===== src/logic/sst_timer_consts.svh =====
`ifndef SST_TIMER_CONSTS_SVH
`define SST_TIMER_CONSTS_SVH

// Register byte offsets.
`define SST_OFS_CTRL       6'h00
`define SST_OFS_PIMR       6'h04
`define SST_OFS_WDMR       6'h08
`define SST_OFS_RTMR       6'h0C
`define SST_OFS_STATUS     6'h10
`define SST_OFS_IEN        6'h14
`define SST_OFS_IDIS       6'h18
`define SST_OFS_IMASK      6'h1C
`define SST_OFS_ALARM      6'h20
`define SST_OFS_CURRENT    6'h24

// Field positions.
`define SST_BIT_KICK       0
`define SST_BIT_OVERFLOW_RESET_ENABLE      16
`define SST_FLG_PERIOD     0
`define SST_FLG_WATCHDOG_OVERFLOW_FLAG      1
`define SST_FLG_TICK       2
`define SST_FLG_ALARM      3

// Reset values.
`define SST_RST_PIMR       16'h0000
`define SST_RST_WDMR       18'h20000
`define SST_RST_RTMR       16'h8000
`define SST_RST_ALARM      20'h00000
`define SST_RST_MASK       4'h0

// Watchdog prescaler: slow clock cycles per watchdog step, less one.
`define SST_WDT_DIV_LAST   7'h7F

`endif


===== src/logic/sst_timer_pkg.sv =====
package sst_timer_pkg;

   typedef struct packed {
      logic [2:0]  slow_sync;
      logic        slow_lvl;
      logic [15:0] period_cnt;
      logic [6:0]  wdt_div;
      logic [15:0] wdt_cnt;
      logic [15:0] sec_div;
      logic [19:0] seconds;
      logic [15:0] period_reload_value;
      logic [17:0] wdmr;
      logic [15:0] seconds_prescaler_value;
      logic [19:0] alarm_value;
      logic [3:0]  flags;
      logic [3:0]  mask;
      logic [31:0] rd_data;
      logic        irq;
      logic        wdt_reset;
   } sst_state_t;

   typedef struct packed {
      logic [5:0]  addr;
      logic [31:0] wr_data;
      logic        wr;
      logic        rd;
   } sst_bus_req_t;

endpackage


===== src/logic/sst_timer.sv =====
// Functional notes
// - Watchdog is 16-bit down counter from reload.
// - Watchdog mode resets to 0x00020000, longest count.
// - Watchdog steps once per 128 slow clocks.
// - Overflow sets watchdog flag, may interrupt.
// - Overflow resets device only if enabled.
// - After overflow watchdog reloads and keeps counting.
// - Watchdog mode write never restarts countdown.
// - Control write reloads watchdog and clears prescaler.
// - Watchdog reload zero means 65536 steps.
// - Seconds counter: 20 bits, programmable prescaler.
// - Seconds prescaler resets to 0x8000.
// - Seconds counter wraps silently after 1048576.
// - Seconds equal alarm sets alarm flag.
// - Alarm resets to zero, the longest delay.
// - Every seconds increment sets tick flag.
// - Seconds mode write restarts prescaler, clears count.
// - Seconds prescaler zero means 65536 periods.
// - Period reload 16 bits, zero means 65536.
// - Period counter zero sets flag, reloads; write restarts.
// - Status flags sticky, cleared by status read.
// - Enable sets mask bits, disable clears them.
`timescale 1ns/1ps
`include "sst_timer_consts.svh"

module sst_timer
   import sst_timer_pkg::*;
(
   input  wire logic        clk_sys_i,
   input  wire logic        rst_i,
   input  wire logic        slow_clock_i,
   input  wire logic [5:0]  addr_i,
   input  wire logic [31:0] wr_data_i,
   input  wire logic        wr_i,
   input  wire logic        rd_i,
   output logic [31:0]      rd_data_o,
   output logic             irq_o,
   output logic             wdt_reset_o
);

   // ------------------------------------------------------------
   // Helpers
   // ------------------------------------------------------------
   // Counters run from load-1 down to zero, so a programmed zero wraps
   // to 16'hFFFF and yields the full 65536-cycle span.
   function automatic logic [15:0] sst_load(input logic [15:0] v);
      sst_load = v - 16'h0001;
   endfunction

   function automatic logic sst_hit(input sst_bus_req_t r, input logic [5:0] ofs);
      sst_hit = r.wr && (r.addr == ofs);
   endfunction

   sst_state_t   q;
   sst_state_t   d;
   sst_bus_req_t req;
   logic         slow_tick;
   logic         wdt_step;
   logic         sec_step;
   logic [3:0]   events;

   assign req.addr    = addr_i;
   assign req.wr_data = wr_data_i;
   assign req.wr      = wr_i;
   assign req.rd      = rd_i;

   // ------------------------------------------------------------
   // Next state
   // ------------------------------------------------------------
   always_comb
   begin
      d         = q;
      events    = 4'h0;
      wdt_step  = 1'b0;
      sec_step  = 1'b0;
      d.wdt_reset = 1'b0;

      // The slow clock is a pin; a level change is accepted only once the
      // last two stages agree, so a metastable first stage never reaches logic.
      d.slow_sync = {q.slow_sync[1:0], slow_clock_i};
      if (q.slow_sync[1] == q.slow_sync[2])
      begin
         d.slow_lvl = q.slow_sync[2];
      end
      slow_tick = d.slow_lvl && !q.slow_lvl;

      // Periodic interval unit.
      if (slow_tick)
      begin
         if (q.period_cnt == 16'h0000)
         begin
            events[`SST_FLG_PERIOD] = 1'b1;
            d.period_cnt = sst_load(q.period_reload_value);
         end
         else
         begin
            d.period_cnt = q.period_cnt - 16'h0001;
         end
      end

      // Watchdog unit.
      if (slow_tick)
      begin
         d.wdt_div = q.wdt_div + 7'h01;
         wdt_step  = (q.wdt_div == `SST_WDT_DIV_LAST);
      end
      if (wdt_step)
      begin
         if (q.wdt_cnt == 16'h0000)
         begin
            events[`SST_FLG_WATCHDOG_OVERFLOW_FLAG] = 1'b1;
            d.wdt_reset = q.wdmr[`SST_BIT_OVERFLOW_RESET_ENABLE];
            d.wdt_cnt   = sst_load(q.wdmr[15:0]);
         end
         else
         begin
            d.wdt_cnt = q.wdt_cnt - 16'h0001;
         end
      end

      // Seconds counter unit.
      if (slow_tick)
      begin
         if (q.sec_div == 16'h0000)
         begin
            sec_step  = 1'b1;
            d.sec_div = sst_load(q.seconds_prescaler_value);
         end
         else
         begin
            d.sec_div = q.sec_div - 16'h0001;
         end
      end
      if (sec_step)
      begin
         d.seconds = q.seconds + 20'h00001;
         events[`SST_FLG_TICK] = 1'b1;
         // Alarm of zero matches only on the wrap, the longest delay.
         if (d.seconds == q.alarm_value)
         begin
            events[`SST_FLG_ALARM] = 1'b1;
         end
      end

      // Register writes take priority over a coinciding count step.
      if (sst_hit(req, `SST_OFS_CTRL))
      begin
         // Any write restarts, whatever the kick bit holds.
         d.wdt_cnt = sst_load(q.wdmr[15:0]);
         d.wdt_div = 7'h00;
      end
      if (sst_hit(req, `SST_OFS_PIMR))
      begin
         d.period_reload_value = req.wr_data[15:0];
         d.period_cnt = sst_load(req.wr_data[15:0]);
      end
      if (sst_hit(req, `SST_OFS_WDMR))
      begin
         d.wdmr = req.wr_data[17:0];
      end
      if (sst_hit(req, `SST_OFS_RTMR))
      begin
         d.seconds_prescaler_value = req.wr_data[15:0];
         d.sec_div = sst_load(req.wr_data[15:0]);
         d.seconds = 20'h00000;
         events[`SST_FLG_TICK]  = 1'b0;
         events[`SST_FLG_ALARM] = 1'b0;
      end
      if (sst_hit(req, `SST_OFS_ALARM))
      begin
         d.alarm_value = req.wr_data[19:0];
      end
      if (sst_hit(req, `SST_OFS_IEN))
      begin
         d.mask = q.mask | req.wr_data[3:0];
      end
      if (sst_hit(req, `SST_OFS_IDIS))
      begin
         d.mask = q.mask & ~req.wr_data[3:0];
      end

      // Sticky flags: a new event beats the read that clears.
      if (req.rd && (req.addr == `SST_OFS_STATUS))
      begin
         d.flags = events;
      end
      else
      begin
         d.flags = q.flags | events;
      end

      // Read data stands only in the cycle after the strobe.
      d.rd_data = 32'h0000_0000;
      if (req.rd)
      begin
         unique case (req.addr)
            `SST_OFS_PIMR:    d.rd_data = {16'h0000, q.period_reload_value};
            `SST_OFS_WDMR:    d.rd_data = {14'h0000, q.wdmr};
            `SST_OFS_RTMR:    d.rd_data = {16'h0000, q.seconds_prescaler_value};
            `SST_OFS_STATUS:  d.rd_data = {28'h0000000, q.flags};
            `SST_OFS_IMASK:   d.rd_data = {28'h0000000, q.mask};
            `SST_OFS_ALARM:   d.rd_data = {12'h000, q.alarm_value};
            `SST_OFS_CURRENT: d.rd_data = {12'h000, q.seconds};
            default:          d.rd_data = 32'h0000_0000;
         endcase
      end

      d.irq = |(d.flags & d.mask);
   end

   // ------------------------------------------------------------
   // State register
   // ------------------------------------------------------------
   always_ff @(posedge clk_sys_i)
   begin
      if (rst_i)
      begin
         q <= '0;
         q.period_reload_value     <= `SST_RST_PIMR;
         q.period_cnt              <= 16'hFFFF;
         q.wdmr                    <= `SST_RST_WDMR;
         q.wdt_cnt                 <= 16'hFFFF;
         q.seconds_prescaler_value <= `SST_RST_RTMR;
         q.sec_div                 <= 16'h7FFF;
         q.alarm_value             <= `SST_RST_ALARM;
         q.mask                    <= `SST_RST_MASK;
      end
      else
      begin
         q <= d;
      end
   end

   assign rd_data_o   = q.rd_data;
   assign irq_o       = q.irq;
   assign wdt_reset_o = q.wdt_reset;

endmodule


===== config.mk =====
export PLATFORM = sky130hd
export DESIGN_NAME = sst_timer
export DESIGN_NICKNAME = d
export VERILOG_FILES = /design/src/logic/sst_timer_pkg.sv /design/src/logic/sst_timer.sv
export VERILOG_INCLUDE_DIRS = /design/src /design/src/logic
export SDC_FILE = /design/constraint.sdc
export NUM_CORES = 1
export LEC_CHECK = 0
export ABC_AREA = 0
export BUFFER_PORTS_ARGS = -buffer_cell sky130_fd_sc_hd__clkbuf_2
export CAP_MARGIN = 40
export CELL_PAD_IN_SITES_DETAIL_PLACEMENT = 0
export CELL_PAD_IN_SITES_GLOBAL_PLACEMENT = 1
export CORE_MARGIN = 3
export CORE_UTILIZATION = 40
export DETAILED_ROUTE_END_ITERATION = 8
export PLACE_DENSITY_LB_ADDON = 0.05
export SLEW_MARGIN = 40
export SYNTH_ARGS = -nofsm -noshare
export SYNTH_HDL_FRONTEND = slang
export SYNTH_SLANG_ARGS = --single-unit

===== constraint.sdc =====
create_clock -name clk_sys_i -period 9 [get_ports clk_sys_i]
set_input_delay 0.45 -clock clk_sys_i [delete_from_list [all_inputs] [get_ports clk_sys_i]]
set_output_delay 0.45 -clock clk_sys_i [all_outputs]
set_load 0.01 [all_outputs]

==> results of run 1 <==
==> metrics by stage <==
stage	instance area [um2]	util [%]	total power [uW]	hold WS, ns
2_1_floorplan	10100	-	867	0.414
3_3_place_gp	10300	42.0	899	0.417
3_5_place_dp	10300	42.2	899	0.429
4_1_cts	11000	44.7	1700	0.208
5_1_grt	11000	44.7	1730	0.235
6_report	11000	44.7	1680	0.214
==> power by group through the flow <==
stage,clock network [uW],registers (uW),logic (uW)
floorplan,0,817,49.5
detailed placement,0,819,80.0
global placement,0,819,79.3
CTS,815,801,80.4
global route,841,801,86.8
finish,800,801,80.4
==> cells by family (layout without fill, tap and decap cells) <==
logic type,after synthesis,after routing,share of synthesized area [%]
multiplexers,3,3,0.360
buffers and inverters,147,114,6.68
AO/OA/AOI/OAI,373,373,23.6
XOR/XNOR,77,77,6.69
AND/OR/NAND/NOR,559,559,26.1
adder cells (fa/ha/maj),8,8,0.994
other,1,12,0.0372
flip-flops,179,179,35.6
==> layout make-up <==
cell class / instances / area, um2 / share of cell area, %
well taps: 324 / 405 / 3.70
clock buffers: 18 / 439 / 4.00
multi-input cells: 1032 / 5920 / 54.0
clock inverters: 14 / 175 / 1.60
inverters: 13 / 48.8 / 0.445
flip-flops and latches: 179 / 3580 / 32.7
repair buffers: 69 / 390 / 3.56
==> critical path, cell delays in order (launching register included) <==
cell and delay [ns]:
sky130_fd_sc_hd__dfxtp_1 0.44, sky130_fd_sc_hd__or4_1 0.25, sky130_fd_sc_hd__and3b_1 0.24, sky130_fd_sc_hd__and3_2 0.40, sky130_fd_sc_hd__a21oi_1 0.26, sky130_fd_sc_hd__ha_1 0.27, sky130_fd_sc_hd__nand2_1 0.18, sky130_fd_sc_hd__or3_1 0.40
sky130_fd_sc_hd__or4_2 0.55, sky130_fd_sc_hd__a31oi_1 0.19, sky130_fd_sc_hd__o311a_1 0.16, sky130_fd_sc_hd__a21oi_1 0.04
==> sequential cells by signal, summed over array words and instances (netlist names) <==
name	count
q	155
rd_data_o	20
d	2
irq_o	1
wdt_reset_o	1
==> synthesized netlist by cell type, types with 3 or more instances <==
library cell / number / area, um2
sky130_fd_sc_hd__inv_1: 13 / 48.8
sky130_fd_sc_hd__nor4b_1: 4 / 35.0
sky130_fd_sc_hd__o221ai_1: 4 / 35.0
sky130_fd_sc_hd__and4_1: 4 / 35.0
sky130_fd_sc_hd__a211o_1: 8 / 70.1
sky130_fd_sc_hd__ha_1: 8 / 100
sky130_fd_sc_hd__buf_1: 7 / 26.3
sky130_fd_sc_hd__dfxtp_1: 179 / 3580
sky130_fd_sc_hd__a222oi_1: 11 / 110
sky130_fd_sc_hd__a32oi_1: 3 / 26.3
sky130_fd_sc_hd__o22ai_1: 9 / 56.3
sky130_fd_sc_hd__nand2_1: 236 / 886
sky130_fd_sc_hd__a31oi_1: 26 / 163
sky130_fd_sc_hd__and3b_1: 3 / 26.3
sky130_fd_sc_hd__clkbuf_1: 94 / 353
sky130_fd_sc_hd__a22oi_1: 42 / 315
sky130_fd_sc_hd__a22o_1: 4 / 35.0
sky130_fd_sc_hd__nand3b_1: 10 / 75.1
sky130_fd_sc_hd__buf_4: 32 / 240
sky130_fd_sc_hd__o211ai_1: 11 / 82.6
sky130_fd_sc_hd__nor2_1: 114 / 428
sky130_fd_sc_hd__nand3_1: 37 / 185
sky130_fd_sc_hd__xnor2_1: 35 / 307
sky130_fd_sc_hd__a221o_1: 8 / 80.1
sky130_fd_sc_hd__a21oi_1: 141 / 706
sky130_fd_sc_hd__or2_2: 8 / 50.1
sky130_fd_sc_hd__and2_1: 6 / 37.5
sky130_fd_sc_hd__o31ai_1: 5 / 37.5
sky130_fd_sc_hd__a211oi_1: 9 / 67.6
sky130_fd_sc_hd__or4_1: 15 / 113
sky130_fd_sc_hd__a21o_1: 6 / 45.0
sky130_fd_sc_hd__nor4_1: 21 / 131
sky130_fd_sc_hd__nor3_1: 42 / 210
sky130_fd_sc_hd__o21ai_0: 55 / 275
sky130_fd_sc_hd__or3_1: 12 / 75.1
sky130_fd_sc_hd__nand4_1: 13 / 81.3
sky130_fd_sc_hd__or4b_2: 3 / 30.0
sky130_fd_sc_hd__nor3b_1: 3 / 22.5
sky130_fd_sc_hd__and3_1: 7 / 43.8
sky130_fd_sc_hd__nand2b_1: 3 / 18.8
sky130_fd_sc_hd__nor2b_1: 8 / 50.1
sky130_fd_sc_hd__xor2_1: 42 / 368
sky130_fd_sc_hd__nand4b_1: 4 / 35.0
==> layer usage <==
layer  share of wire, %  GRT usage [%]  vias to the layer above
met3                5.8           3.36                       34
met2                 44           39.4                      313
met4                2.5           8.35                        0
li1                   -              -                     4735
met5                  0              0                        -
met1                 47           36.5                     4670
==> worst paths after layout <==
kind	end	slack [ns]	startpoint	depth (start not counted)
worst max-delay path	q[177]	5.49	q[180]	11
worst min-delay path	q[174]	0.21	rst_i	2
worst min register to register	d[190]	0.44	d[189]	1
worst max register to register	q[177]	5.49	q[180]	11
==> report_table.html, run 1 <==
<table>
<tr><th>Metric</th><th>Value</th></tr>
<tr><th colspan="2">Run status</th></tr>
<tr><td>Status</td><td>complete, no violations</td></tr>
<tr><th colspan="2">CTS</th></tr>
<tr><td>Clock slew at reported path FFs</td><td>about 0.07 ns</td></tr>
<tr><td>Number of clock sinks</td><td>~180</td></tr>
<tr><td>CTS HTree Levels</td><td>4</td></tr>
<tr><td>CTS max path bufs</td><td>2</td></tr>
<tr><td>Number of buffers created by CTS</td><td>17</td></tr>
<tr><td>Post CTS Setup Buffer Count</td><td>0</td></tr>
<tr><td>Clock tree from TritonCTS</td><td>done</td></tr>
<tr><td>Total of hold buffers inserted after clock tree synthesis</td><td>0</td></tr>
<tr><td>Clock Latency Late Sink</td><td>between 0.4 and 0.5 ns</td></tr>
<tr><td>Post-cts sizing count</td><td>0</td></tr>
<tr><td>Clock Tree Root</td><td>sky130_fd_sc_hd__clkbuf_16</td></tr>
<tr><th colspan="2">Final layout</th></tr>
<tr><td>Share of cells above drive strength 1</td><td>10.3%</td></tr>
<tr><td>Number of non-filler instances in the completed layout</td><td>1649</td></tr>
<tr><td>Number of antenna diodes</td><td>0</td></tr>
<tr><td>Total of fill cells in the finished design</td><td>between 2000 and 3000</td></tr>
<tr><td>Most common cell after layout, fill and taps aside</td><td>sky130_fd_sc_hd__nand2_1</td></tr>
<tr><td>Nets@finish</td><td>1363</td></tr>
<tr><td>Area growth syn-to-layout</td><td>8.87%</td></tr>
<tr><td>Top library cells by usage in the layout, fill and taps aside</td><td>235 x sky130_fd_sc_hd__nand2_1, 179 x sky130_fd_sc_hd__dfxtp_1, 141 x sky130_fd_sc_hd__a21oi_1, 111 x sky130_fd_sc_hd__nor2_1, 55 x sky130_fd_sc_hd__o21ai_0</td></tr>
<tr><th colspan="2">Pwr</th></tr>
<tr><td>Share of power burned in the clock network</td><td>47.6%</td></tr>
<tr><td>Power density of the placed cells</td><td>roughly 150 nW/um2</td></tr>
<tr><td>Largest voltage drop on the vdd net</td><td>around 0.13 mV</td></tr>
<tr><td>Switch Pwr</td><td>between 400 and 500 uW</td></tr>
<tr><td>Power share of the sequential group</td><td>a little under half</td></tr>
<tr><td>Combinational group share of total power</td><td>under 10%</td></tr>
<tr><td>Internal power of the cells</td><td>around 1300 uW</td></tr>
<tr><td>Switching portion of total power</td><td>approximately 25%</td></tr>
<tr><td>Leakage power</td><td>between 0.003 and 0.004 uW</td></tr>
<tr><th colspan="2">Floorplan</th></tr>
<tr><td>Standard cell core area</td><td>about 25000 um2</td></tr>
<tr><td>Io pins</td><td>77</td></tr>
<tr><td>Num rows</td><td>57</td></tr>
<tr><td>Initial standard-cell utilization of the core</td><td>between 40% and 50%</td></tr>
<tr><td>Die Footprint</td><td>roughly 27000 um2</td></tr>
<tr><td>Height of the die</td><td>approximately 160 um</td></tr>
<tr><td>Width of the die</td><td>around 160 um</td></tr>
<tr><th colspan="2">Setup path</th></tr>
<tr><td>Worst Path Required</td><td>a little over 9 ns</td></tr>
<tr><td>Signal arrival time at the worst endpoint</td><td>3.83 ns</td></tr>
<tr><td>Worst setup SP type</td><td>flop</td></tr>
<tr><td>Crit path max fanout</td><td>28</td></tr>
<tr><td>Nature of the critical path endpoint</td><td>flop</td></tr>
<tr><td>Setup CP Type</td><td>flop to flop</td></tr>
<tr><th colspan="2">Routing</th></tr>
<tr><td>Number of vias per cell after detailed routing</td><td>slightly below 6</td></tr>
<tr><td>Total via count in the routed design</td><td>9752</td></tr>
<tr><td>Number of detailed-route iterations in the first pass</td><td>7</td></tr>
<tr><td>WL final</td><td>34.4 mm</td></tr>
<tr><td>Post-DRT Antenna Nets</td><td>0</td></tr>
<tr><td>Detailed-route wire length per cell</td><td>~21 um</td></tr>
<tr><td>1st-iter DRT viols</td><td>around 1000</td></tr>
<tr><td>DR DRC count</td><td>0</td></tr>
<tr><th colspan="2">STA</th></tr>
<tr><td>Total count of max-transition violations in the final report</td><td>0</td></tr>
<tr><td>Pin slew with the least headroom to its limit</td><td>roughly 0.84 ns</td></tr>
<tr><td>Endpoints failing setup</td><td>0</td></tr>
<tr><td>Final critical-path setup slack</td><td>approximately 5.5 ns</td></tr>
<tr><td>Worst setup skew after layout</td><td>0.0146 ns</td></tr>
<tr><td>Peak clock frequency supported by timing</td><td>285 MHz</td></tr>
<tr><td>Post-layout min period</td><td>~3.5 ns</td></tr>
<tr><td>Setup repair after global routing missed its margin</td><td>false</td></tr>
<tr><td>Max transition margin</td><td>between 40 and 50%</td></tr>
<tr><td>Number of hold violations in the final report</td><td>0</td></tr>
<tr><td>Final clock period utilization by the worst path</td><td>39.0%</td></tr>
<tr><td>Final total negative setup slack</td><td>0 ns</td></tr>
<tr><th colspan="2">Min path</th></tr>
<tr><td>Path class of the lowest-slack min-delay path</td><td>input pin to flop</td></tr>
<tr><th colspan="2">GRT</th></tr>
<tr><td>Number of antenna violations at the first check in global routing</td><td>0</td></tr>
<tr><td>Pin count of the biggest net entering global routing</td><td>60</td></tr>
<tr><td>Total gr overflow</td><td>0</td></tr>
<tr><td>Combined global-route utilization of all metal layers</td><td>roughly a quarter</td></tr>
<tr><td>Via count of the first global-routing pass</td><td>8992</td></tr>
<tr><td>First-pass GRT wire length</td><td>between 50 and 60 mm</td></tr>
<tr><th colspan="2">Flow run</th></tr>
<tr><td>Max-cap violations</td><td>0</td></tr>
<tr><th colspan="2">Logic synthesis</th></tr>
<tr><td>Mean post-synth cell area</td><td>7.48 um2</td></tr>
<tr><td>Cell area after synthesis</td><td>10100 um2</td></tr>
<tr><td>Unique masters post-synth</td><td>between 70 and 80</td></tr>
<tr><td>Share of flip-flops with an asynchronous set or reset</td><td>0%</td></tr>
<tr><td>Count of flip-flops with a built-in enable after synthesis</td><td>0</td></tr>
<tr><td>Total of flip-flops plus latches after synthesis</td><td>approximately 180</td></tr>
<tr><td>Top FF cell, synth</td><td>sky130_fd_sc_hd__dfxtp_1</td></tr>
<tr><td>Sequential area share after synthesis</td><td>between 30 and 40%</td></tr>
<tr><td>Number of cells produced by synthesis</td><td>~1300</td></tr>
<tr><td>Syn. warnings</td><td>0</td></tr>
<tr><th colspan="2">Place</th></tr>
<tr><td>Detailed Place HPWL</td><td>23.9 mm</td></tr>
<tr><td># port buffers</td><td>between 50 and 60</td></tr>
<tr><td>Pre-CTS setup slack</td><td>5.39 ns</td></tr>
<tr><td>Post-Place Cells</td><td>1617</td></tr>
<tr><td>Final weighted congestion in routability-driven placement</td><td>around 0.86</td></tr>
</table>
Note: power is estimated with default switching activity, not from simulation.
==> inputs of run 2 (changes only) <==
Settings changed: ABC_AREA 0 to 1, CORE_UTILIZATION 40 to 39.
Clock period 9 ns to 3 ns, I/O delays scaled along.
==> report_table.html, run 2 <==
<table>
<tr><th>Metric</th><th>Value</th></tr>
<tr><th colspan="2">GRT</th></tr>
<tr><td>Pin count of the biggest net entering global routing</td><td>79 (+32%)</td></tr>
<tr><td>Total gr overflow</td><td>0 (unchanged)</td></tr>
<tr><td>Number of antenna violations at the first check in global routing</td><td>0 (unchanged)</td></tr>
<tr><td>Combined global-route utilization of all metal layers</td><td>24.9% (-0.50 points)</td></tr>
<tr><td>First-pass GRT wire length</td><td>55.2 mm (+3.6%)</td></tr>
<tr><td>Via count of the first global-routing pass</td><td>9548 (+6.2%)</td></tr>
<tr><th colspan="2">STA</th></tr>
<tr><td>Post-layout min period</td><td>2.40 ns (-1.11 ns)</td></tr>
<tr><td>Peak clock frequency supported by timing</td><td>416 MHz (+46%)</td></tr>
<tr><td>Setup repair after global routing missed its margin</td><td>false</td></tr>
<tr><td>Total count of max-transition violations in the final report</td><td>0 (unchanged)</td></tr>
<tr><td>Endpoints failing setup</td><td>0 (unchanged)</td></tr>
<tr><td>Final clock period utilization by the worst path</td><td>80.0% (+41 points)</td></tr>
<tr><td>Number of hold violations in the final report</td><td>0 (unchanged)</td></tr>
<tr><td>Worst setup skew after layout</td><td>0.0153 ns (+0.000713 ns)</td></tr>
<tr><td>Final total negative setup slack</td><td>0 ns (unchanged)</td></tr>
<tr><td>Max transition margin</td><td>51.6% (+7.5 points)</td></tr>
<tr><td>Pin slew with the least headroom to its limit</td><td>0.725 ns (-0.112 ns)</td></tr>
<tr><th colspan="2">Logic synthesis</th></tr>
<tr><td>Unique masters post-synth</td><td>57 (-23%)</td></tr>
<tr><td>Top cells by area in the synthesized netlist</td><td>sky130_fd_sc_hd__dfxtp_1 35%, sky130_fd_sc_hd__nand2_1 12%, sky130_fd_sc_hd__inv_1 7.3%, sky130_fd_sc_hd__nor2_1 6.2%, sky130_fd_sc_hd__o21ai_0 6.1%</td></tr>
<tr><td>Top FF cell, synth</td><td>sky130_fd_sc_hd__dfxtp_1</td></tr>
<tr><td>Most used standard cell by instance count after synthesis</td><td>sky130_fd_sc_hd__nand2_1</td></tr>
<tr><td>Count of flip-flops with a built-in enable after synthesis</td><td>0 (unchanged)</td></tr>
<tr><td>Syn. warnings</td><td>0 (unchanged)</td></tr>
<tr><td>Cell area after synthesis</td><td>10300 um2 (+2.7%)</td></tr>
<tr><td>Synth top cells by count</td><td>318 x sky130_fd_sc_hd__nand2_1, 200 x sky130_fd_sc_hd__inv_1, 179 x sky130_fd_sc_hd__dfxtp_1</td></tr>
<tr><td>Mean post-synth cell area</td><td>6.63 um2 (-11%)</td></tr>
<tr><td>Share of flip-flops with an asynchronous set or reset</td><td>0% (unchanged)</td></tr>
<tr><td>Sequential area share after synthesis</td><td>34.6% (-0.95 points)</td></tr>
<tr><td>Share of the synthesized area in the top cell type</td><td>34.6% (-0.95 points)</td></tr>
<tr><td>Total of flip-flops plus latches after synthesis</td><td>179 (unchanged)</td></tr>
<tr><td>Biggest area consumer among synthesized cells</td><td>sky130_fd_sc_hd__dfxtp_1</td></tr>
<tr><td>Number of cells produced by synthesis</td><td>1561 (+16%)</td></tr>
<tr><th colspan="2">Setup path</th></tr>
<tr><td>Reg2reg start</td><td>q[112]</td></tr>
<tr><td>Worst setup SP type</td><td>flop</td></tr>
<tr><td>Delay contributed by the slowest stage of the critical path</td><td>0.47 ns (-0.08 ns)</td></tr>
<tr><td>Critical path cell sequence</td><td>ha_1, nand2_1, nor2_2, nand2_1, nand2_1, nand2_1, nand2_1, nand3_1, nor2_1, nand3_1, nor2_1, nand2_1, nand2_1, nand2_1, nand2_1</td></tr>
<tr><td>Critical-path cell with the highest stage delay</td><td>sky130_fd_sc_hd__dfxtp_1</td></tr>
<tr><td>Cell seen most often among critical-path stages</td><td>sky130_fd_sc_hd__nand2_1</td></tr>
<tr><td>Origin of the worst setup path</td><td>q[112]</td></tr>
<tr><td>Nature of the critical path endpoint</td><td>flop</td></tr>
<tr><td>Number of cell instances on the worst register-to-register path</td><td>15 (+4)</td></tr>
<tr><td>Setup CP Type</td><td>flop to flop</td></tr>
<tr><td>Crit path max fanout</td><td>7 (-75%)</td></tr>
<tr><td>Worst Path Required</td><td>3.39 ns (-5.93 ns)</td></tr>
<tr><td>Cell type group with the largest total delay on the critical path</td><td>simple AND/OR/NAND/NOR gates</td></tr>
<tr><td>Slack of the worst reg-to-reg path</td><td>0.60 ns (-4.89 ns)</td></tr>
<tr><td>Signal arrival time at the worst endpoint</td><td>2.80 ns (-1.03 ns)</td></tr>
<tr><td>Crit path buffers/inverters</td><td>0 (unchanged)</td></tr>
<tr><td>FF-to-FF End</td><td>irq_o</td></tr>
<tr><th colspan="2">Min path</th></tr>
<tr><td>Worst hold path stage count</td><td>3 (+1)</td></tr>
<tr><td>Path class of the lowest-slack min-delay path</td><td>input pin to flop</td></tr>
<tr><td>Terminating pin of the worst hold path</td><td>q[94]</td></tr>
<tr><td>Launch instance of the worst min-delay path</td><td>wr_data_i[16]</td></tr>
<tr><th colspan="2">Floorplan</th></tr>
<tr><td>Num rows</td><td>58 (+1.8%)</td></tr>
<tr><td>Height of the die</td><td>169 um (+2.6%)</td></tr>
<tr><td>Initial standard-cell utilization of the core</td><td>40.4% (-0.66 points)</td></tr>
<tr><td>Standard cell core area</td><td>25600 um2 (+4.4%)</td></tr>
<tr><td>Width of the die</td><td>169 um (+2.6%)</td></tr>
<tr><td>Die Footprint</td><td>28500 um2 (+5.2%)</td></tr>
<tr><td>Io pins</td><td>77 (unchanged)</td></tr>
<tr><th colspan="2">CTS</th></tr>
<tr><td>Number of clock sinks</td><td>179 (unchanged)</td></tr>
<tr><td>Clock slew at reported path FFs</td><td>0.08 ns (about the same)</td></tr>
<tr><td>CTS HTree Levels</td><td>4 (unchanged)</td></tr>
<tr><td>Number of buffers created by CTS</td><td>17 (unchanged)</td></tr>
<tr><td>Clock Tree Root</td><td>sky130_fd_sc_hd__clkbuf_16</td></tr>
<tr><td>CTS max path bufs</td><td>2 (unchanged)</td></tr>
<tr><td>Clock Latency Late Sink</td><td>0.44 ns (about the same)</td></tr>
<tr><td>Post CTS Setup Buffer Count</td><td>0 (unchanged)</td></tr>
<tr><td>Clock tree from TritonCTS</td><td>done</td></tr>
<tr><th colspan="2">Place</th></tr>
<tr><td>Final weighted congestion in routability-driven placement</td><td>0.858 (-0.71%)</td></tr>
<tr><td># port buffers</td><td>52 (unchanged)</td></tr>
<tr><td>Post-Place Cells</td><td>1891 (+17%)</td></tr>
<tr><td>Detailed Place HPWL</td><td>27.0 mm (+13%)</td></tr>
<tr><th colspan="2">Final layout</th></tr>
<tr><td>Top library cells by usage in the layout, fill and taps aside</td><td>318 x sky130_fd_sc_hd__nand2_1, 200 x sky130_fd_sc_hd__inv_1, 179 x sky130_fd_sc_hd__dfxtp_1, 170 x sky130_fd_sc_hd__nor2_1, 126 x sky130_fd_sc_hd__o21ai_0</td></tr>
<tr><td>Number of flip-flops in the largest register</td><td>155 (unchanged)</td></tr>
<tr><td>Number of antenna diodes</td><td>0 (unchanged)</td></tr>
<tr><td>Area growth syn-to-layout</td><td>9.91%</td></tr>
<tr><td>Nets@finish</td><td>1634 (+20%)</td></tr>
<tr><td>Share of cells above drive strength 1</td><td>9.53% (-0.81 points)</td></tr>
<tr><td>Most common cell after layout, fill and taps aside</td><td>sky130_fd_sc_hd__nand2_1</td></tr>
<tr><td>Number of non-filler instances in the completed layout</td><td>1925 (+17%)</td></tr>
<tr><td>Top reg by flops</td><td>q</td></tr>
<tr><th colspan="2">Flow run</th></tr>
<tr><td>Max-cap violations</td><td>0 (unchanged)</td></tr>
<tr><th colspan="2">Routing</th></tr>
<tr><td>Post-DRT Antenna Nets</td><td>0 (unchanged)</td></tr>
<tr><td>WL final</td><td>35.7 mm (+3.8%)</td></tr>
<tr><td>1st-iter DRT viols</td><td>853 (-19%)</td></tr>
<tr><td>Total via count in the routed design</td><td>10200 (+4.7%)</td></tr>
<tr><td>Number of vias per cell after detailed routing</td><td>5.31 (-10%)</td></tr>
<tr><td>Detailed-route wire length per cell</td><td>18.6 um (-11%)</td></tr>
<tr><td>DR DRC count</td><td>0 (unchanged)</td></tr>
<tr><td>Number of detailed-route iterations in the first pass</td><td>5 (-2)</td></tr>
<tr><th colspan="2">Pwr</th></tr>
<tr><td>Leakage power</td><td>0.00484 uW (+34%)</td></tr>
<tr><td>Power density of the placed cells</td><td>432 nW/um2 (+180%)</td></tr>
<tr><td>Largest voltage drop on the vdd net</td><td>0.343 mV (+160%)</td></tr>
<tr><th colspan="2">Run status</th></tr>
<tr><td>Status</td><td>complete, no violations</td></tr>
</table>
run 2: changes by cell type after synthesis, sizes merged, moves of 26 or more:
cell / change
o21ai: +78
clkbuf: -56
nand2: +87
xnor2: -26
a21oi: -27
nor2: +77
nand3: +86
a22oi: -37
inv: +192
run 2: routing by layer:
layer / wire (um) / global-route usage [%] / share of wire [%] / vias up
li1: - / - / - / 5156
met1: 17500 / 35.5 / 49 / 4761
met2: 15700 / 39.1 / 44 / 247
met3: 1600 / 3.57 / 4.5 / 50
met4: 934 / 7.68 / 2.6 / 0
met5: 0 / 0 / 0 / -
run 2: report_power, final:
group / switching, uW / internal (uW)
sequential: 14.0 / 2390
combinational: 193 / 71.4
clock: 1080 / 1160
run 2: metrics by stage:
stage | total power, uW | hold WS [ns] | setup slack [ns] | util [%] | area, um2
after floorplan | 2610 | 0.257 | 1.06 | - | 10400
after global placement | 2720 | 0.345 | 0.676 | 42.1 | 10800
after detailed placement | 2720 | 0.349 | 0.649 | 42.1 | 10800
after CTS | 4940 | 0.00461 | 0.600 | 44.4 | 11400
after global routing | 5070 | 0.0203 | 0.348 | 44.4 | 11400
final | 4910 | 0.0118 | 0.599 | 44.4 | 11400
run 2: layout make-up:
class | instances | area [um2]
fillers | 2760 | 14200
multi-input cells | 1098 | 5530
flip-flops and latches | 179 | 3580
inverters | 207 | 782
repair buffers | 80 | 503
clock buffers | 19 | 433
well taps | 330 | 413
clock inverters | 12 | 126
run 2: cells by family after synthesis:
group,count (synthesis),share of synthesized area [%]
AO/OA/AOI/OAI,353,19.8
AND/OR/NAND/NOR,687,28.8
adder cells (fa/ha/maj),8,0.967
buffers and inverters,295,12.3
other,1,0.0362
XOR/XNOR,38,3.48
flip-flops,179,34.6
run 2: worst max path at each step:
stage	end	cells past startpoint	slack, ns
2_1_floorplan	q[140]	16	1.06
3_3_place_gp	irq_o	15	0.68
3_5_place_dp	irq_o	15	0.65
4_1_cts	irq_o	15	0.60
5_1_grt	q[184]	15	0.35
6_report	irq_o	15	0.60
run 2: repair_timing:
item                                   CTS  global route
hold buffers                             3             0
endpoints found under the hold margin    3             0
resized for setup                        0             0
run 2: worst register-to-register path: stages, from the launching register on:
cell and delay (ns):
sky130_fd_sc_hd__dfxtp_1 0.47, sky130_fd_sc_hd__ha_1 0.31, sky130_fd_sc_hd__nand2_1 0.13, sky130_fd_sc_hd__nor2_2 0.25, sky130_fd_sc_hd__nand2_1 0.18, sky130_fd_sc_hd__nand2_1 0.16, sky130_fd_sc_hd__nand2_1 0.07, sky130_fd_sc_hd__nand2_1 0.07
sky130_fd_sc_hd__nand3_1 0.07, sky130_fd_sc_hd__nor2_1 0.17, sky130_fd_sc_hd__nand3_1 0.09, sky130_fd_sc_hd__nor2_1 0.09, sky130_fd_sc_hd__nand2_1 0.11, sky130_fd_sc_hd__nand2_1 0.09, sky130_fd_sc_hd__nand2_1 0.05, sky130_fd_sc_hd__nand2_1 0.06
==> inputs of run 3 (changes only) <==
Settings changed: CORE_UTILIZATION 39 to 40.
Clock period 3 ns to 2.3 ns, I/O delays scaled along.
==> report_table.html, run 3 (synthesized netlist as in run 2, its figures left out) <==
<table>
<tr><th>Metric</th><th>Value</th></tr>
<tr><th colspan="2">Setup path</th></tr>
<tr><td>Crit path buffers/inverters</td><td>1 (+1)</td></tr>
<tr><td>Critical-path cell with the highest stage delay</td><td>sky130_fd_sc_hd__dfxtp_1</td></tr>
<tr><td>Setup CP Type</td><td>flop to flop</td></tr>
<tr><td>Nature of the critical path endpoint</td><td>flop</td></tr>
<tr><td>Slack of the worst reg-to-reg path</td><td>0.21 ns (-0.39 ns)</td></tr>
<tr><td>FF-to-FF End</td><td>q[146]</td></tr>
<tr><td>Number of cell instances on the worst register-to-register path</td><td>16 (+1)</td></tr>
<tr><td>Worst Path Required</td><td>2.62 ns (-0.77 ns)</td></tr>
<tr><td>Cell seen most often among critical-path stages</td><td>sky130_fd_sc_hd__nand2_1</td></tr>
<tr><td>Cell type group with the largest total delay on the critical path</td><td>simple AND/OR/NAND/NOR gates</td></tr>
<tr><td>Crit path max fanout</td><td>7 (unchanged)</td></tr>
<tr><td>Critical path cell sequence</td><td>nor2_1, nand2_1, nor2_4, nand2_4, nor2_2, nor2_4, ha_2, nand3_1, inv_1, nand2_2, nor2_2, nand2_1, nand2_1, nand2_1, nand2_1, nand3_1</td></tr>
<tr><td>Signal arrival time at the worst endpoint</td><td>2.42 ns (-0.38 ns)</td></tr>
<tr><td>Worst setup SP type</td><td>flop</td></tr>
<tr><td>Delay contributed by the slowest stage of the critical path</td><td>0.37 ns (-0.10 ns)</td></tr>
<tr><td>Reg2reg start</td><td>q[139]</td></tr>
<tr><th colspan="2">Final layout</th></tr>
<tr><td>Number of antenna diodes</td><td>0 (unchanged)</td></tr>
<tr><td>Core utilization of the finished layout</td><td>45.9% (+1.5 points)</td></tr>
<tr><td>Top library cells by usage in the layout, fill and taps aside</td><td>318 x sky130_fd_sc_hd__nand2_1, 200 x sky130_fd_sc_hd__inv_1, 173 x sky130_fd_sc_hd__dfxtp_1, 166 x sky130_fd_sc_hd__nor2_1, 124 x sky130_fd_sc_hd__o21ai_0</td></tr>
<tr><td>Layout Cell Area excl Fill</td><td>11600 um2 (+2.3%)</td></tr>
<tr><td>Top reg by flops</td><td>q</td></tr>
<tr><td>Share of cells above drive strength 1</td><td>11.7% (+2.1 points)</td></tr>
<tr><td>Number of flip-flops in the largest register</td><td>155 (unchanged)</td></tr>
<tr><td>Nets@finish</td><td>1660 (+1.6%)</td></tr>
<tr><td>Area growth syn-to-layout</td><td>12.4%</td></tr>
<tr><td>Most common cell after layout, fill and taps aside</td><td>sky130_fd_sc_hd__nand2_1</td></tr>
<tr><th colspan="2">GRT</th></tr>
<tr><td>Pin count of the biggest net entering global routing</td><td>53 (-33%)</td></tr>
<tr><td>Number of antenna violations at the first check in global routing</td><td>1 (+1)</td></tr>
<tr><td>First-pass GRT wire length</td><td>55.6 mm (+0.74%)</td></tr>
<tr><td>Via count of the first global-routing pass</td><td>9670 (+1.3%)</td></tr>
<tr><td>Combined global-route utilization of all metal layers</td><td>25.5% (+0.58 points)</td></tr>
<tr><td>Total gr overflow</td><td>0 (unchanged)</td></tr>
<tr><th colspan="2">Routing</th></tr>
<tr><td>Number of vias per cell after detailed routing</td><td>5.26 (-0.96%)</td></tr>
<tr><td>1st-iter DRT viols</td><td>751 (-12%)</td></tr>
<tr><td>Post-DRT Antenna Nets</td><td>0 (unchanged)</td></tr>
<tr><td>DR DRC count</td><td>0 (unchanged)</td></tr>
<tr><td>Detailed-route wire length per cell</td><td>18.4 um (-0.88%)</td></tr>
<tr><td>Total via count in the routed design</td><td>10300 (+0.43%)</td></tr>
<tr><td>WL final</td><td>35.9 mm (+0.51%)</td></tr>
<tr><td>Number of detailed-route iterations in the first pass</td><td>5 (unchanged)</td></tr>
<tr><th colspan="2">CTS</th></tr>
<tr><td>Clock Tree Root</td><td>sky130_fd_sc_hd__clkbuf_16</td></tr>
<tr><td>CTS HTree Levels</td><td>4 (unchanged)</td></tr>
<tr><td>Clock slew at reported path FFs</td><td>0.07 ns (about the same)</td></tr>
<tr><td>Number of buffers created by CTS</td><td>17 (unchanged)</td></tr>
<tr><td>CTS max path bufs</td><td>2 (unchanged)</td></tr>
<tr><td>Number of clock sinks</td><td>179 (unchanged)</td></tr>
<tr><td>Post CTS Setup Buffer Count</td><td>0 (unchanged)</td></tr>
<tr><td>Clock Latency Late Sink</td><td>0.44 ns (about the same)</td></tr>
<tr><td>Clock tree from TritonCTS</td><td>done</td></tr>
<tr><th colspan="2">Place</th></tr>
<tr><td>Placed Instance Area</td><td>11000 um2 (+1.7%)</td></tr>
<tr><td>Final weighted congestion in routability-driven placement</td><td>0.871 (+1.5%)</td></tr>
<tr><td>Detailed Place HPWL</td><td>27.4 mm (+1.3%)</td></tr>
<tr><td># port buffers</td><td>52 (unchanged)</td></tr>
<tr><th colspan="2">Floorplan</th></tr>
<tr><td>Height of the die</td><td>167 um (-1.2%)</td></tr>
<tr><td>Initial standard-cell utilization of the core</td><td>40.9% (+0.46 points)</td></tr>
<tr><td>Width of the die</td><td>167 um (-1.2%)</td></tr>
<tr><td>Io pins</td><td>77 (unchanged)</td></tr>
<tr><td>Num rows</td><td>58 (unchanged)</td></tr>
<tr><td>Standard cell core area</td><td>25300 um2 (-1.1%)</td></tr>
<tr><td>Die Footprint</td><td>27800 um2 (-2.4%)</td></tr>
<tr><th colspan="2">Min path</th></tr>
<tr><td>Worst hold path stage count</td><td>3 (unchanged)</td></tr>
<tr><td>Path class of the lowest-slack min-delay path</td><td>input pin to flop</td></tr>
<tr><td>Terminating pin of the worst hold path</td><td>rd_data_o[16]</td></tr>
<tr><td>Launch instance of the worst min-delay path</td><td>rd_i</td></tr>
<tr><th colspan="2">Flow run</th></tr>
<tr><td>Max-cap violations</td><td>0 (unchanged)</td></tr>
<tr><th colspan="2">STA</th></tr>
<tr><td>Post-layout min period</td><td>2.09 ns (-0.308 ns)</td></tr>
<tr><td>Final clock period utilization by the worst path</td><td>91.0% (+11 points)</td></tr>
<tr><td>Max transition margin</td><td>57.9% (+6.3 points)</td></tr>
<tr><td>Peak clock frequency supported by timing</td><td>478 MHz (+15%)</td></tr>
<tr><td>Worst setup skew after layout</td><td>0.0117 ns (-0.00362 ns)</td></tr>
<tr><td>Endpoints failing setup</td><td>0 (unchanged)</td></tr>
<tr><td>Number of hold violations in the final report</td><td>0 (unchanged)</td></tr>
<tr><td>Pin slew with the least headroom to its limit</td><td>0.629 ns (-0.0960 ns)</td></tr>
<tr><td>Setup repair after global routing missed its margin</td><td>true</td></tr>
<tr><td>Total count of max-transition violations in the final report</td><td>0 (unchanged)</td></tr>
<tr><th colspan="2">Pwr</th></tr>
<tr><td>Largest voltage drop on the vdd net</td><td>0.417 mV (+22%)</td></tr>
<tr><td>Power density of the placed cells</td><td>559 nW/um2 (+29%)</td></tr>
<tr><td>Design Power</td><td>6500 uW (+32%)</td></tr>
<tr><td>Leakage power</td><td>0.00499 uW (+3.0%)</td></tr>
<tr><th colspan="2">Run status</th></tr>
<tr><td>Status</td><td>complete, no violations</td></tr>
</table>
run 3: report_power, final:
group	leakage (uW)	switching [uW]	internal (uW)
logic	0.00327	251	102
registers	0.00145	18.4	3120
clock network	0.000280	1390	1620
run 3: worst max-delay path by stage:
stage	start	to	depth (start not counted)
floorplan	q[132]	q[140]	16
global route	q[113]	irq_o	15
detailed placement	q[139]	q[146]	16
finish	q[139]	q[146]	16
CTS	q[139]	q[146]	16
global placement	addr_i[4]	q[181]	10
run 3: per-layer routing:
layer | GRT usage (%) | wire length [um] | share of wire [%] | up-vias
li1 | - | - | - | 5218
met4 | 5.60 | 590 | 1.6 | 0
met1 | 36.7 | 17500 | 49 | 4769
met2 | 40.9 | 16300 | 45 | 237
met5 | 0 | 0 | 0 | -
met3 | 3.37 | 1540 | 4.3 | 34
run 3: area by class of cell:
cell class / instances / area (um2)
inverter: 207 / 782
multi-input combinational: 1098 / 5560
clock inverter: 13 / 153
fill: 2702 / 13700
clock buffer: 19 / 433
tap: 330 / 413
timing repair buffer: 106 / 701
sequential: 179 / 3590
run 3: metrics by stage:
stage / worst slack, ns / setup TNS, ns / std cells / hold slack (ns)
2_1_floorplan: 0.357 / 0 / 1572 / 0.222
3_3_place_gp: 0.159 / 0 / 1916 / 0.312
3_5_place_dp: 0.149 / 0 / 1916 / 0.317
4_1_cts: 0.0990 / 0 / 1952 / 0.0478
5_1_grt: -0.00936 / -0.0145 / 1952 / 0.0732
6_report: 0.207 / 0 / 1952 / 0.0678
run 3: worst min-delay path, cell delays in order:
cell and delay [ns]:
sky130_fd_sc_hd__clkbuf_2 0.13, sky130_fd_sc_hd__nand3_2 0.15, sky130_fd_sc_hd__a31oi_1 0.06
run 3: what timing repair did:
action	CTS	global route
endpoints found under the setup margin	0	14
hold buffers	4	0
resized for setup	0	15
hold endpoints to repair	5	0
